[src/design/unc_pkg.sv]
// Package for the ninth-bit, line and error interrupt control block
package unc_pkg;

  localparam int AXI_AW = 8;
  localparam int AXI_DW = 32;

  // Register indices as printed; byte address is four times the index
  localparam logic [AXI_AW-1:0] C3_INDEX   = 8'h06;
  localparam logic [AXI_AW-1:0] DATA_INDEX = 8'h07;
  localparam logic [AXI_AW-1:0] C3_ADDR    = 8'h18;
  localparam logic [AXI_AW-1:0] DATA_ADDR  = 8'h1C;
  localparam logic [AXI_AW-1:0] LINE_ADDR  = 8'h20;
  localparam logic [AXI_AW-1:0] STAT_ADDR  = 8'h24;
  localparam logic [AXI_AW-1:0] MASK_ADDR  = 8'h28;

  // Fields of ninth_bit_line_irq_control
  localparam int C3_RX_NINTH  = 7;
  localparam int C3_TX_NINTH  = 6;
  localparam int C3_OUT_DIR   = 5;
  localparam int C3_POL_FLIP  = 4;
  localparam int C3_OVR_EN    = 3;
  localparam int C3_NOISE_EN  = 2;
  localparam int C3_FRAME_EN  = 1;
  localparam int C3_PARITY_EN = 0;

  // Fields of the line select register
  localparam int LINE_NINE_BIT = 0;
  localparam int LINE_LOOP     = 1;
  localparam int LINE_RX_SRC   = 2;

  // Error flag layout, shared by status, mask and enables
  localparam int ERR_PARITY = 0;
  localparam int ERR_FRAME  = 1;
  localparam int ERR_NOISE  = 2;
  localparam int ERR_OVR    = 3;

  localparam logic [6:0] C3_RESET   = 7'h00;
  localparam logic [2:0] LINE_RESET = 3'h0;
  localparam logic [3:0] MASK_RESET = 4'hF;

  localparam logic [1:0] RESP_OKAY   = 2'b00;
  localparam logic [1:0] RESP_SLVERR = 2'b10;

  typedef struct packed {
    logic [AXI_AW-1:0] awaddr;
    logic              awvalid;
    logic [AXI_DW-1:0] wdata;
    logic [3:0]        wstrb;
    logic              wvalid;
    logic              bready;
    logic [AXI_AW-1:0] araddr;
    logic              arvalid;
    logic              rready;
  } unc_axil_req_t;

  typedef struct packed {
    logic              awready;
    logic              wready;
    logic [1:0]        bresp;
    logic              bvalid;
    logic              arready;
    logic [AXI_DW-1:0] rdata;
    logic [1:0]        rresp;
    logic              rvalid;
  } unc_axil_rsp_t;

  typedef struct packed {
    logic       overrun;
    logic       noise;
    logic       framing;
    logic       parity;
  } unc_err_t;

endpackage

[src/design/unc_ctrl.sv]
// Ninth-bit, line control and error interrupt block of a serial transceiver
// Overview of operation
// - In 9-bit mode the received ninth bit reads as bit 7 above the data byte.
// - In 9-bit mode bit 6 is the ninth transmit bit above the byte.
// - A data write sends all nine bits; the ninth bit holds until rewritten.
// - In single-wire mode bit 5 sets pin direction: 0 input, 1 output.
// - Bit 4 inverts every transmitted level, idle and break included.
// - Bit 3 enables an interrupt while the overrun flag is set.
// - Bit 2 enables an interrupt while the noise flag is set.
// - Bit 1 enables an interrupt while the framing flag is set.
// - Bit 0 enables an interrupt while the parity flag is set.
//
// Our own choice: the AXI4-Lite slave port.
`timescale 1ns/1ps
module unc_ctrl
  import unc_pkg::*;
(
  input  wire logic          core_clk,
  input  wire logic          nrst,
  input  wire unc_axil_req_t axi_req,
  output unc_axil_rsp_t      axi_rsp,
  input  wire logic          rx_word_valid,
  input  wire logic [8:0]    rx_word,
  input  wire unc_err_t      rx_err_event,
  input  wire logic          tx_word_ready,
  output logic               tx_word_valid,
  output logic [8:0]         tx_word,
  output logic               nine_bit_select,
  input  wire logic          tx_shift_level,
  output logic               txd_pin_o,
  output logic               txd_pin_oe,
  input  wire logic          txd_pin_i,
  input  wire logic          rxd_pin_i,
  output logic               rx_line,
  output logic               irq
);

  function automatic logic [3:0] err_vec(input unc_err_t e);
    err_vec = {e.overrun, e.noise, e.framing, e.parity};
  endfunction

  // Register select; every register owns one aligned word
  function automatic logic reg_hit(input logic              fire,
                                   input logic [AXI_AW-1:0] addr,
                                   input logic [AXI_AW-1:0] reg_addr);
    reg_hit = fire && (addr == reg_addr);
  endfunction

  // AXI4-Lite state
  logic              aw_held_q;
  logic [AXI_AW-1:0] aw_addr_q;
  logic              w_held_q;
  logic [AXI_DW-1:0] w_data_q;
  logic [3:0]        w_strb_q;
  logic              bvalid_q;
  logic [1:0]        bresp_q;
  logic              rvalid_q;
  logic [AXI_DW-1:0] rdata_q;
  logic [1:0]        rresp_q;

  // Register state
  logic [6:0]        c3_q;
  logic [2:0]        line_q;
  logic [3:0]        status_q;
  logic [3:0]        mask_q;
  logic [7:0]        rx_byte_q;
  logic              rx_ninth_bit_q;
  logic              rx_full_q;
  logic [8:0]        tx_word_q;
  logic              tx_valid_q;
  logic              txd_o_q;
  logic              txd_oe_q;
  logic              rx_line_q;

  logic              wr_fire;
  logic              wr_ok;
  logic              wr_lane0;
  logic              rd_fire;
  logic              rd_data_hit;
  logic [3:0]        err_en;
  logic [3:0]        err_set;
  logic [3:0]        stat_clr;
  logic              single_wire;
  logic              loop_only;
  logic              wr_go;
  logic              c3_wr;
  logic              line_wr;
  logic              mask_wr;
  logic              stat_wr;
  logic              data_wr;

  assign wr_fire  = aw_held_q && w_held_q && !bvalid_q;
  assign wr_lane0 = w_strb_q[0];
  assign rd_fire  = axi_req.arvalid && !rvalid_q;

  // Lane 0 carries every field; a write without it is answered but dropped
  assign wr_go    = wr_fire && wr_lane0;
  assign c3_wr    = reg_hit(wr_go, aw_addr_q, C3_ADDR);
  assign line_wr  = reg_hit(wr_go, aw_addr_q, LINE_ADDR);
  assign mask_wr  = reg_hit(wr_go, aw_addr_q, MASK_ADDR);
  assign stat_wr  = reg_hit(wr_go, aw_addr_q, STAT_ADDR);
  assign data_wr  = reg_hit(wr_go, aw_addr_q, DATA_ADDR);

  always_comb begin
    unique case (aw_addr_q)
      C3_ADDR, DATA_ADDR, LINE_ADDR, STAT_ADDR, MASK_ADDR: wr_ok = 1'b1;
      default: wr_ok = 1'b0;
    endcase
  end

  // Write channels taken in either order, response after both
  always_ff @(posedge core_clk) begin
    if (!nrst) begin
      aw_held_q <= 1'b0;
      aw_addr_q <= '0;
    end else if (axi_req.awvalid && !aw_held_q) begin
      aw_held_q <= 1'b1;
      aw_addr_q <= axi_req.awaddr;
    end else if (wr_fire) begin
      aw_held_q <= 1'b0;
    end
  end

  always_ff @(posedge core_clk) begin
    if (!nrst) begin
      w_held_q <= 1'b0;
      w_data_q <= '0;
      w_strb_q <= '0;
    end else if (axi_req.wvalid && !w_held_q) begin
      w_held_q <= 1'b1;
      w_data_q <= axi_req.wdata;
      w_strb_q <= axi_req.wstrb;
    end else if (wr_fire) begin
      w_held_q <= 1'b0;
    end
  end

  always_ff @(posedge core_clk) begin
    if (!nrst) begin
      bvalid_q <= 1'b0;
      bresp_q  <= RESP_OKAY;
    end else if (wr_fire) begin
      bvalid_q <= 1'b1;
      bresp_q  <= wr_ok ? RESP_OKAY : RESP_SLVERR;
    end else if (axi_req.bready) begin
      bvalid_q <= 1'b0;
    end
  end

  // Read path; unmapped addresses answer SLVERR with zero data
  always_ff @(posedge core_clk) begin
    if (!nrst) begin
      rvalid_q <= 1'b0;
      rdata_q  <= '0;
      rresp_q  <= RESP_OKAY;
    end else if (rd_fire) begin
      rvalid_q <= 1'b1;
      rresp_q  <= RESP_OKAY;
      unique case (axi_req.araddr)
        C3_ADDR:   rdata_q <= {24'h00_0000, rx_ninth_bit_q, c3_q[C3_TX_NINTH:0]};
        DATA_ADDR: rdata_q <= {24'h00_0000, rx_byte_q};
        LINE_ADDR: rdata_q <= {29'h0000_0000, line_q};
        STAT_ADDR: rdata_q <= {27'h000_0000, rx_full_q, status_q};
        MASK_ADDR: rdata_q <= {28'h000_0000, mask_q};
        default: begin
          rdata_q <= '0;
          rresp_q <= RESP_SLVERR;
        end
      endcase
    end else if (axi_req.rready) begin
      rvalid_q <= 1'b0;
    end
  end

  assign axi_rsp.awready = !aw_held_q;
  assign axi_rsp.wready  = !w_held_q;
  assign axi_rsp.bvalid  = bvalid_q;
  assign axi_rsp.bresp   = bresp_q;
  assign axi_rsp.arready = !rvalid_q;
  assign axi_rsp.rvalid  = rvalid_q;
  assign axi_rsp.rdata   = rdata_q;
  assign axi_rsp.rresp   = rresp_q;

  // Control register and line selects
  always_ff @(posedge core_clk) begin
    if (!nrst) begin
      c3_q <= C3_RESET;
    end else if (c3_wr) begin
      c3_q <= w_data_q[6:0];
    end
  end

  always_ff @(posedge core_clk) begin
    if (!nrst) begin
      line_q <= LINE_RESET;
    end else if (line_wr) begin
      line_q <= w_data_q[2:0];
    end
  end

  always_ff @(posedge core_clk) begin
    if (!nrst) begin
      mask_q <= MASK_RESET;
    end else if (mask_wr) begin
      mask_q <= w_data_q[3:0];
    end
  end

  assign nine_bit_select = line_q[LINE_NINE_BIT];

  // Receive buffer; a data read frees it, so the ninth bit must be read first
  assign rd_data_hit = reg_hit(rd_fire, axi_req.araddr, DATA_ADDR);

  always_ff @(posedge core_clk) begin
    if (!nrst) begin
      rx_byte_q      <= '0;
      rx_ninth_bit_q <= 1'b0;
    end else if (rx_word_valid && (!rx_full_q || rd_data_hit)) begin
      rx_byte_q      <= rx_word[7:0];
      rx_ninth_bit_q <= nine_bit_select & rx_word[8];
    end
  end

  always_ff @(posedge core_clk) begin
    if (!nrst) begin
      rx_full_q <= 1'b0;
    end else if (rx_word_valid) begin
      rx_full_q <= 1'b1;
    end else if (rd_data_hit) begin
      rx_full_q <= 1'b0;
    end
  end

  // Sticky error flags; a new event beats a clear in the same cycle
  always_comb begin
    err_set = err_vec(rx_err_event);
    err_set[ERR_OVR] = err_set[ERR_OVR] | (rx_word_valid & rx_full_q & !rd_data_hit);
  end

  assign stat_clr = stat_wr ? w_data_q[3:0] : 4'h0;

  always_ff @(posedge core_clk) begin
    if (!nrst) begin
      status_q <= '0;
    end else begin
      status_q <= (status_q & ~stat_clr) | err_set;
    end
  end

  // Enables in the same layout as the flags
  always_comb begin
    err_en = '0;
    err_en[ERR_OVR]    = c3_q[C3_OVR_EN];
    err_en[ERR_NOISE]  = c3_q[C3_NOISE_EN];
    err_en[ERR_FRAME]  = c3_q[C3_FRAME_EN];
    err_en[ERR_PARITY] = c3_q[C3_PARITY_EN];
  end

  // Mask defaults open so the enables alone decide after reset
  assign irq = |(status_q & err_en & mask_q);

  // Transmit hand-off; a write while pending replaces the waiting word
  always_ff @(posedge core_clk) begin
    if (!nrst) begin
      tx_word_q  <= '0;
      tx_valid_q <= 1'b0;
    end else if (data_wr) begin
      tx_word_q  <= {nine_bit_select & c3_q[C3_TX_NINTH], w_data_q[7:0]};
      tx_valid_q <= 1'b1;
    end else if (tx_word_ready) begin
      tx_valid_q <= 1'b0;
    end
  end

  assign tx_word_valid = tx_valid_q;
  assign tx_word       = tx_word_q;

  // Pin side
  assign single_wire = line_q[LINE_LOOP] & line_q[LINE_RX_SRC];
  assign loop_only   = line_q[LINE_LOOP] & !line_q[LINE_RX_SRC];

  always_ff @(posedge core_clk) begin
    if (!nrst) begin
      txd_o_q  <= 1'b1;
      txd_oe_q <= 1'b1;
    end else begin
      txd_o_q  <= tx_shift_level ^ c3_q[C3_POL_FLIP];
      txd_oe_q <= single_wire ? c3_q[C3_OUT_DIR] : 1'b1;
    end
  end

  // Receiver source: own pin, internal loop, or the shared pin
  always_ff @(posedge core_clk) begin
    if (!nrst) begin
      rx_line_q <= 1'b1;
    end else if (single_wire) begin
      rx_line_q <= txd_pin_i;
    end else if (loop_only) begin
      rx_line_q <= tx_shift_level;
    end else begin
      rx_line_q <= rxd_pin_i;
    end
  end

  assign txd_pin_o  = txd_o_q;
  assign txd_pin_oe = txd_oe_q;
  assign rx_line    = rx_line_q;

endmodule

[config.mk]
export PLATFORM = sky130hd
export DESIGN_NAME = unc_ctrl
export DESIGN_NICKNAME = d
export VERILOG_FILES = /design/src/design/unc_pkg.sv /design/src/design/unc_ctrl.sv
export SDC_FILE = /design/constraint.sdc
export NUM_CORES = 1
export LEC_CHECK = 0
export BUFFER_PORTS_ARGS = -buffer_cell sky130_fd_sc_hd__buf_2
export CORE_MARGIN = 2
export CORE_UTILIZATION = 54
export CTS_BUF_LIST = sky130_fd_sc_hd__clkbuf_2 sky130_fd_sc_hd__clkbuf_4 sky130_fd_sc_hd__clkbuf_8
export DETAILED_ROUTE_END_ITERATION = 16
export PLACE_DENSITY = 0.88
export RECOVER_POWER = 25
export SETUP_SLACK_MARGIN = 0.15
export SLEW_MARGIN = 10
export SYNTH_ARGS = -nofsm -noshare
export SYNTH_HDL_FRONTEND = slang
export SYNTH_SLANG_ARGS = --single-unit
[constraint.sdc]
create_clock -name core_clk -period 5.6 [get_ports core_clk]
set_input_delay 0 -clock core_clk [delete_from_list [all_inputs] [get_ports core_clk]]
set_output_delay 0 -clock core_clk [all_outputs]
set_load 0.02 [all_outputs]
# Word-level counts from Yosys, hierarchy flattened
# Cells that the tools add are included.
[word_totals]
latchBits = 0
out_inout_bits = 56
romBits = 0
register_bits = 98
n_memories = 0
ram_bits = 0
inputBits = 77
[classes]
n_bitwise = 13
n_div = 0
add_sub_neg = 0
muxes = 18
order_cmp = 0
n_eq_ne = 10
n_reduce_logical = 31
shift = 0
multipliers = 0
[ops]
columns = ["operator", "n"]
rows = [
  ["equality test 8 x 6 -> 1 bit (second input constant)", 6],
  ["case mux 8 bit (5 select lines)", 1],
  ["equality test 8 x 5 -> 1 bit (second input constant)", 4],
  ["2-to-1 mux 1 bit", 14],
  ["logical AND 1 bit", 13],
  ["bitwise AND 4 bit", 3],
  ["nonzero test 2 bit", 6],
  ["OR reduction 5 bit", 2],
  ["logical NOT 1 bit", 7],
  ["bitwise AND 1 bit", 6],
  ["2-to-1 mux 2 bit", 2],
  ["2-to-1 mux 4 bit", 1],
  ["inverter 4 bit", 1],
  ["bitwise OR 4 bit", 1],
  ["OR reduction 4 bit", 1],
  ["AND reduction 2 bit", 1],
  ["logical OR 1 bit", 1],
  ["bitwise OR 1 bit", 1],
  ["bitwise XOR 1 bit", 1],
]

# Depth between registers and ports, before layout
# Gate-level depths: netlist of the first run.
[depth]
ltp_word = 8
depth_mapped = 7
depth_no_buf = 4

# Worst setup path before layout of the first run
# OpenSTA, ideal clock, no wires.
[synth_path]
kind = "register -> register"
start = "register aw_addr_q[0]"
end = "register mask_q[0]"
path_stages_with_launch = 6
period_less_slack_ns = 1.786
required_time_ns = 5.470
arrival_ns = 1.657
setup_time_ns = 0.130
slack_ns = 3.814
path_buffers = 1
cell_sequence = "dfxtp_1 or4b_4 or4_1 buf_2 mux2i_1 nand2_1"
[synth_via]
elab_chain_len = 2
[synth_rtl]
columns = ["element", "line_no", "source"]
rows = [
  ["from (decl)", "unc_ctrl.sv:51", "logic [AXI_AW-1:0] aw_addr_q;"],
  ["from (signal assigned)", "unc_ctrl.sv:118", "aw_addr_q <= axi_req.awaddr;"],
  ["equality test 8 x 6 -> 1 bit", "unc_ctrl.sv:46", "reg_hit = fire && (addr == reg_addr);"],
  ["logical AND 1 bit", "unc_ctrl.sv:46", ""],
  ["to (signal assigned)", "unc_ctrl.sv:205", "mask_q <= w_data_q[3:0];"],
  ["to (decl)", "unc_ctrl.sv:65", "logic [3:0] mask_q;"],
]
# No other way between the ends.
# A chain may end at the register's enable or synchronous reset.

# Worst setup path in the final report of the first run
[layout_path]
start = "register aw_addr_q[5]"
end = "register mask_q[1]"
# The elaborated chain is that of the path after synthesis.

==> results of run 1 <==
-- state kept, by name (all words and copies together), names as in the netlist, 3 cells and up --
signal	cells
aw_addr_q	8
w_data_q	8
c3_q	7
mask_q	4
status_q	4
line_q	3
rx_byte_q	8
rdata_q	8
tx_word	9
-- worst max-delay path, stage by stage (launching register included) --
cell	delay, ps
sky130_fd_sc_hd__dfxtp_1	410
sky130_fd_sc_hd__or4b_1	570
sky130_fd_sc_hd__or4_1	590
sky130_fd_sc_hd__mux2i_1	230
sky130_fd_sc_hd__nand2_1	80
-- cell usage after synthesis, types with 4 or more instances --
library cell               instances
sky130_fd_sc_hd__dfxtp_1          72
sky130_fd_sc_hd__inv_1            14
sky130_fd_sc_hd__a31oi_1           7
sky130_fd_sc_hd__buf_4            29
sky130_fd_sc_hd__and3_1            4
sky130_fd_sc_hd__a21oi_1           4
sky130_fd_sc_hd__nor2_1           10
sky130_fd_sc_hd__nand3_1          23
sky130_fd_sc_hd__nand2_1          39
sky130_fd_sc_hd__nor2b_1          25
sky130_fd_sc_hd__a21boi_0         19
sky130_fd_sc_hd__clkbuf_1         17
sky130_fd_sc_hd__nand4_1           5
sky130_fd_sc_hd__nand2b_1          4
sky130_fd_sc_hd__nor4_1            4
sky130_fd_sc_hd__mux2i_1          26
sky130_fd_sc_hd__o21ai_0          28
-- path summary, 6_finish.rpt --
kind	from	endpoint	slack (ps)	cells after the start
worst max-delay path	aw_addr_q[5]	mask_q[1]	3570	4
worst min-delay path	axi_req[8]	rresp_q[1]	50	3
worst max register to register	aw_addr_q[5]	mask_q[1]	3570	4
worst min register to register	rx_byte_q[4]	rx_byte_q[4]	460	2
-- per-layer routing --
layer	GRT usage	vias up
met3	0.0413	21
met4	0.144	0
li1	-	1485
met1	0.305	1434
met2	0.431	123
met5	0	-
-- metrics by stage --
stage / power [W] / utilization
2_1_floorplan: 0.000648 / -
3_3_place_gp: 0.000665 / 0.611
3_5_place_dp: 0.000670 / 0.611
4_1_cts: 0.00118 / 0.720
5_1_grt: 0.00123 / 0.715
6_report: 0.00119 / 0.715
-- power by group --
group / switching [W] / total, W / internal [W] / leakage, nW
Combinational: 0.0000764 / 0.000136 / 0.0000601 / 1.04
Sequential: 0.0000177 / 0.000548 / 0.000530 / 0.588
Clock: 0.000190 / 0.000503 / 0.000313 / 0.127
-- cell type report --
type	instances	area [um2]	area share
flip-flops and latches	72	1440	0.338
multi-input cells	267	1640	0.385
inverters	14	52.6	0.0123
well taps	75	93.8	0.0220
clock buffers	11	145	0.0341
clock inverters	5	104	0.0244
repair buffers	121	782	0.184
-- cell usage in the layout, fill, tap and decap left out, types with 2 or more instances in the layout --
cell / count
sky130_fd_sc_hd__dfxtp_1: 72
sky130_fd_sc_hd__buf_2: 56
sky130_fd_sc_hd__dlygate4sd3_1: 40
sky130_fd_sc_hd__nand2_1: 39
sky130_fd_sc_hd__o21ai_0: 28
sky130_fd_sc_hd__mux2i_1: 26
sky130_fd_sc_hd__conb_1: 26
sky130_fd_sc_hd__nor2b_1: 25
sky130_fd_sc_hd__nand3_1: 23
sky130_fd_sc_hd__clkbuf_1: 23
sky130_fd_sc_hd__a21boi_0: 19
sky130_fd_sc_hd__inv_1: 14
sky130_fd_sc_hd__nor2_1: 10
sky130_fd_sc_hd__clkbuf_8: 10
sky130_fd_sc_hd__a31oi_1: 7
sky130_fd_sc_hd__nand4_1: 5
sky130_fd_sc_hd__and3_1: 4
sky130_fd_sc_hd__nand2b_1: 4
sky130_fd_sc_hd__a21oi_1: 4
sky130_fd_sc_hd__nand3b_1: 3
sky130_fd_sc_hd__nor4_1: 3
sky130_fd_sc_hd__a221o_1: 3
sky130_fd_sc_hd__nor3_1: 3
sky130_fd_sc_hd__mux2_2: 3
sky130_fd_sc_hd__bufinv_16: 3
sky130_fd_sc_hd__nand4bb_1: 2
sky130_fd_sc_hd__nor4_2: 2
sky130_fd_sc_hd__or4_1: 2
sky130_fd_sc_hd__o211a_1: 2
sky130_fd_sc_hd__and3b_1: 2
sky130_fd_sc_hd__o211ai_1: 2
sky130_fd_sc_hd__and2_1: 2
sky130_fd_sc_hd__o21a_1: 2
sky130_fd_sc_hd__o22ai_1: 2
sky130_fd_sc_hd__a221oi_1: 2
sky130_fd_sc_hd__buf_4: 2
-- cell families (layout without fill, tap and decap cells) --
kind of cell,after synthesis,after routing,share of synthesized area
flip-flops,72,72,0.433
XOR/XNOR,1,1,0.00263
multiplexers,29,29,0.0882
other,1,26,0.00113
AO/OA/AOI/OAI,75,75,0.148
AND/OR/NAND/NOR,136,136,0.223
buffers and inverters,63,151,0.105
==> reports/qor.txt, run 1 <==
====================================================================================
Count of input and output buffers                                                 79
Worst hold path type                                                       in -> reg
Max H-tree Level                                                                   3
Clock tree from TritonCTS                                                       done
Total number of vias                                                            3063
Number of antenna violations at the first check in global routing                  0
WHS                                                                          50.8 ps
Io pins                                                                          133
Worst setup path class                                                    reg -> reg
Mean post-synth cell area                                                   8.84 um2
Number of placement rows                                                          28
Total wirelength of the detailed-routed design                               8380 um
Clock period minus worst slack                                               2030 ps
Fillcell total                                                                   416
Met1 wire length                                                             3420 um
Share of flip-flops with an asynchronous set or reset after synthesis              0
Cell types occupying the most area after synthesis                      sky130_fd_sc_hd__dfxtp_1 (43%), sky130_fd_sc_hd__mux2i_1 (7.8%), sky130_fd_sc_hd__buf_4 (6.5%), sky130_fd_sc_hd__nor2b_1 (4.7%), sky130_fd_sc_hd__nand2_1 (4.4%)
Hold_buf cts                                                                      40
Clock Path Buffers                                                                 2
Kind of start point of the critical path                                    register
Fin nets                                                                         562
Cell at the root of the clock tree                                      sky130_fd_sc_hd__clkbuf_8
Y dimension of the die                                                       82.6 um
Worst IR Drop VDD                                                         0.000196 V
First-iteration detailed-routing DRC count                                       190
Num CTS Buffers                                                                    9
Detailed-placement wirelength estimate                                       5250 um
Number of sinks driven by the clock tree                                          72
Maximum number of pins on one net before global-route repair                      83
Minimum setup slack in the final design                                      3570 ps
Arrival time at the worst endpoint                                           2230 ps
Number of endpoints failing setup at the final stage                               0
Critical path fanouts, max                                                         5
Antenna Violating Nets Remaining                                                   0
Fin Clk Skew                                                                 7.22 ps
DRC violations left                                                                0
Placement-stage worst setup slack                                            3680 ps
Required time of the worst setup path                                        5800 ps
Post-synth top area cell                                                sky130_fd_sc_hd__dfxtp_1
Post-CTS Resized                                                                   0
Pwr per Cell Area                                                         279 nW/um2
Number of inserted diodes                                                          0
Portion of synthesized cell area occupied by the leading cell type             0.433
Placed Cells incl. Taps                                                          509
Width of the chip                                                            82.6 um
Total of max-cap violations                                                        0
Sequential cell area fraction in the yosys report                              0.433
Post-CTS setup buffer count                                                        0
Total congestion overflow after global routing                                     0
Transition time at the pin with the least slew margin                         998 ps
Initial DRT Pass Iterations                                                        5
DIE AREA                                                                    6810 um2
Post-synth EDFFs                                                                   0
Post-detailed-placement cell area                                           3640 um2
Final Cell Area                                                             4260 um2
Critical path capture point type                                            register
Clock latency at the later pin of the worst-skew pair                         350 ps
Filler-free cell count of the finished design                                    565
Top layer in use                                                                met4
WL met2                                                                      4310 um
Final Cycle Share                                                              0.362
Flip-flop cell with the highest count after synthesis                   sky130_fd_sc_hd__dfxtp_1
Average wire per standard cell                                               14.8 um
Area delta synth->final                                                        27.9%
Core Region                                                                 5960 um2
GRT Util Overall                                                               0.254
Reg clk slew, reported paths                                                   70 ps
Total standard cell area after synthesis                                    3330 um2
Initial standard-cell utilization of the core                                  0.559
Post-synthesis instance total                                                    377
FMAX                                                                       0.493 GHz
Fraction of layout instances using a drive strength above 1                    0.165
Length of routed met3 wiring                                                  435 um
Result of the run                                                          completed
Setup repair after global routing missed its margin                               no
Number of vias per cell after detailed routing                                  5.42
Seq cells post-synth                                                              72
Number of global-route vias before repair                                       2832
Yosys warnings                                                                     0
Synth cell types                                                                  45
Routability congestion estimate                                                0.840
Worst slew margin relative to its limit                                        0.333
Hold violation count in the final report                                           0
Final slew viol count                                                              0
Final TNS setup                                                                 0 ps
First-pass GRT wire length                                                  13000 um
Reported leakage power                                                       1.76 nW
====================================================================================
(Power assumes the default switching activity.)
==> run 2: changes to the inputs <==
- ABC_AREA: default -> 1
- CORE_UTILIZATION: 54 -> 45
- PLACE_DENSITY: 0.88 -> 0.79
- clock period: 5.6 -> 1.8 ns (I/O delays scaled with it)
==> run 2 against run 1 <==
Area after synthesis decreased by 3.5%; register-to-register slack worse by 3300 ps; fmax rose by 35%; clock-buffer cell count fell by 1; sequential cell count did not move; first-iteration DRC count is 11% lower; worst hold slack got worse by 18 ps; synthesized cell count grew 13%; worst setup slack worse by 3300 ps; sequential power grew to 3.1 times the previous value.
==> reports/qor.txt, run 2 <==
====================================================================================
Required time of the worst setup path                                        2080 ps
Total standard cell area after synthesis                                    3210 um2
Worst setup path class                                                    reg -> reg
Number of vias per cell after detailed routing                                  4.98
Clock Path Buffers                                                                 2
Startpoint of the worst register-to-register path                           w_held_q
Hold path startpoint                                                      axi_req[3]
Cell types occupying the most area after synthesis                      sky130_fd_sc_hd__dfxtp_1 (45%), sky130_fd_sc_hd__nor2_1 (7.6%), sky130_fd_sc_hd__buf_4 (6.8%), sky130_fd_sc_hd__nand3_1 (6.5%), sky130_fd_sc_hd__nand2_1 (5.8%)
Portion of synthesized cell area occupied by the leading cell type             0.448
Number of sinks driven by the clock tree                                          72
Reported leakage power                                                       1.83 nW
Placement-stage worst setup slack                                             278 ps
Average wire per standard cell                                               13.0 um
Most common cell after layout, fill and taps aside                      sky130_fd_sc_hd__dfxtp_1
Commonest cells after routing, fill and taps aside                      sky130_fd_sc_hd__dfxtp_1 (72), sky130_fd_sc_hd__nor2_1 (64), sky130_fd_sc_hd__buf_2 (55), sky130_fd_sc_hd__nand2_1 (50), sky130_fd_sc_hd__nand3_1 (42)
Net switching share of the total power                                         0.272
Hold violation count in the final report                                           0
First-iteration detailed-routing DRC count                                       169
Arrival time at the worst endpoint                                           1780 ps
Fin Clk Skew                                                                 6.61 ps
Number of flip-flops in the largest register                                       9
Post-synthesis instance total                                                    425
Final TNS setup                                                                 0 ps
Number of inserted diodes                                                          0
Io pins                                                                          133
Total number of vias                                                            3199
Count of input and output buffers                                                 79
Area delta synth->final                                                        29.0%
Sequential cell area fraction in the yosys report                              0.448
Crit path max-delay cell type                                           sky130_fd_sc_hd__dfxtp_1
Internal power contribution                                                0.00251 W
Antenna Violating Nets Remaining                                                   0
Share of flip-flops with an asynchronous set or reset after synthesis              0
Cell at the root of the clock tree                                      sky130_fd_sc_hd__clkbuf_8
Final Cycle Share                                                              0.836
Delay of the slowest critical-path stage                                      360 ps
Yosys warnings                                                                     0
Number of placement rows                                                          30
Setup repair after global routing missed its margin                               no
Minimum setup slack in the final design                                       294 ps
Number of endpoints failing setup at the final stage                               0
Most common cell in the netlist                                         sky130_fd_sc_hd__dfxtp_1
First-pass GRT wire length                                                  13000 um
Initial standard-cell utilization of the core                                  0.468
Clock period minus worst slack                                               1510 ps
Clock tree from TritonCTS                                                       done
Most frequent cells after synthesis                                     sky130_fd_sc_hd__dfxtp_1 (72), sky130_fd_sc_hd__nor2_1 (65), sky130_fd_sc_hd__nand2_1 (50), sky130_fd_sc_hd__nand3_1 (42), sky130_fd_sc_hd__o21ai_0 (36)
Number of global-route vias before repair                                       2922
Initial DRT Pass Iterations                                                        5
Core Region                                                                 6870 um2
Kind of start point of the critical path                                    register
Fin nets                                                                         620
Result of the run                                                          completed
Final slew viol count                                                              0
Setup slack on the worst flop-to-flop path                                    290 ps
Critical path fanouts, max                                                        12
Synth cell types                                                                  34
Transition time at the pin with the least slew margin                        1050 ps
Detailed-placement wirelength estimate                                       5550 um
Worst slew margin relative to its limit                                        0.303
Total of max-cap violations                                                        0
Clock latency at the later pin of the worst-skew pair                         350 ps
Y dimension of the die                                                       88.5 um
Flip-flop cell with the highest count after synthesis                   sky130_fd_sc_hd__dfxtp_1
Total congestion overflow after global routing                                     0
Mean post-synth cell area                                                   7.56 um2
Pwr per Cell Area                                                         832 nW/um2
Post-synth EDFFs                                                                   0
Total wirelength of the detailed-routed design                               8340 um
DIE AREA                                                                    7830 um2
Routability congestion estimate                                                0.897
Combinational share of power                                                   0.131
DRC violations left                                                                0
Worst IR Drop VDD                                                         0.000673 V
Num CTS Buffers                                                                    9
GRT Util Overall                                                               0.215
Worst hold path type                                                       in -> reg
Fraction of layout instances using a drive strength above 1                    0.179
Max H-tree Level                                                                   3
FMAX                                                                       0.664 GHz
Series of cell instances along the critical path                        inv_2, nor2_1, nand3_1, inv_4, nand2_4, clkinv_2, o21ai_1, a21oi_1
Net switching power of the design                                         0.000940 W
Reg clk slew, reported paths                                                   80 ps
Maximum number of pins on one net before global-route repair                      31
Number of antenna violations at the first check in global routing                  0
Share of power burned in registers                                             0.498
Post-synth top area cell                                                sky130_fd_sc_hd__dfxtp_1
Critical path capture point type                                            register
Width of the chip                                                            88.5 um
Clock power frac                                                               0.371
Seq cells post-synth                                                              72
Worst setup startpoint                                                      w_held_q
====================================================================================
## run 2: path summary, 6_finish.rpt
kind	to	cells past startpoint
setup / recovery	tx_word[0]	8
hold / removal	rresp_q[1]	5
setup reg to reg	tx_word[0]	8
hold reg to reg	rdata_q[3]	2
## run 2: final cells by class
| class | instances | area (um2) |
|---|---|---|
| clock buffers | 10 | 138 |
| clock inverters | 5 | 56.3 |
| fillers | 615 | 2720 |
| inverters | 35 | 135 |
| multi-input cells | 302 | 1460 |
| flip-flops and latches | 72 | 1440 |
| well taps | 96 | 120 |
| repair buffers | 123 | 793 |
## run 2: cell families after synthesis
| group | count (synthesis) | share of synthesized area |
|---|---|---|
| other cells | 1 | 0.00117 |
| simple gates | 184 | 0.268 |
| compound gates | 92 | 0.156 |
| buf+inv | 76 | 0.126 |
| flops | 72 | 0.448 |
## run 2: per-stage QoR
step | instances | cell area [um2] | utilization | hold WS [ps] | total power (W)
6_report | 643 | 4150 | 0.604 | 33.0 | 0.00345
2_1_floorplan | 450 | 3310 | - | 100 | 0.00205
3_5_place_dp | 589 | 3590 | 0.522 | 231 | 0.00213
3_3_place_gp | 589 | 3590 | 0.522 | 206 | 0.00212
4_1_cts | 643 | 4170 | 0.607 | 38.1 | 0.00345
5_1_grt | 643 | 4150 | 0.604 | 126 | 0.00359
## run 2: critical path, delay by kind of cell (launching register included)
family	cells	cell delay [ps]
flip-flops	1	360
AO/OA/AOI/OAI	2	270
AND/OR/NAND/NOR	3	410
buffers and inverters	3	390
## run 2: repair_timing
item,4_1_cts,5_1_grt
hold endpoints to repair,38,0
setup buffers,0,0
gates resized for setup,0,2
hold buffers,39,0
endpoints found under the setup margin,0,3
## run 2: power groups by stage
stage               registers [W]  clock network, W  logic [W]
global route              0.00173           0.00136   0.000499
floorplan                 0.00175                 0   0.000295
global placement          0.00175                 0   0.000369
finish                    0.00172           0.00128   0.000451
detailed placement        0.00175                 0   0.000378
CTS                       0.00172           0.00129   0.000444
## run 2: per-layer routing
| layer | global-route usage | part of all wire | vias up |
|---|---|---|---|
| met3 | 0.0401 | 0.072 | 23 |
| met4 | 0.116 | 0.032 | 0 |
| met1 | 0.268 | 0.43 | 1422 |
| li1 | - | - | 1595 |
| met5 | 0 | 0 | - |
| met2 | 0.353 | 0.46 | 159 |
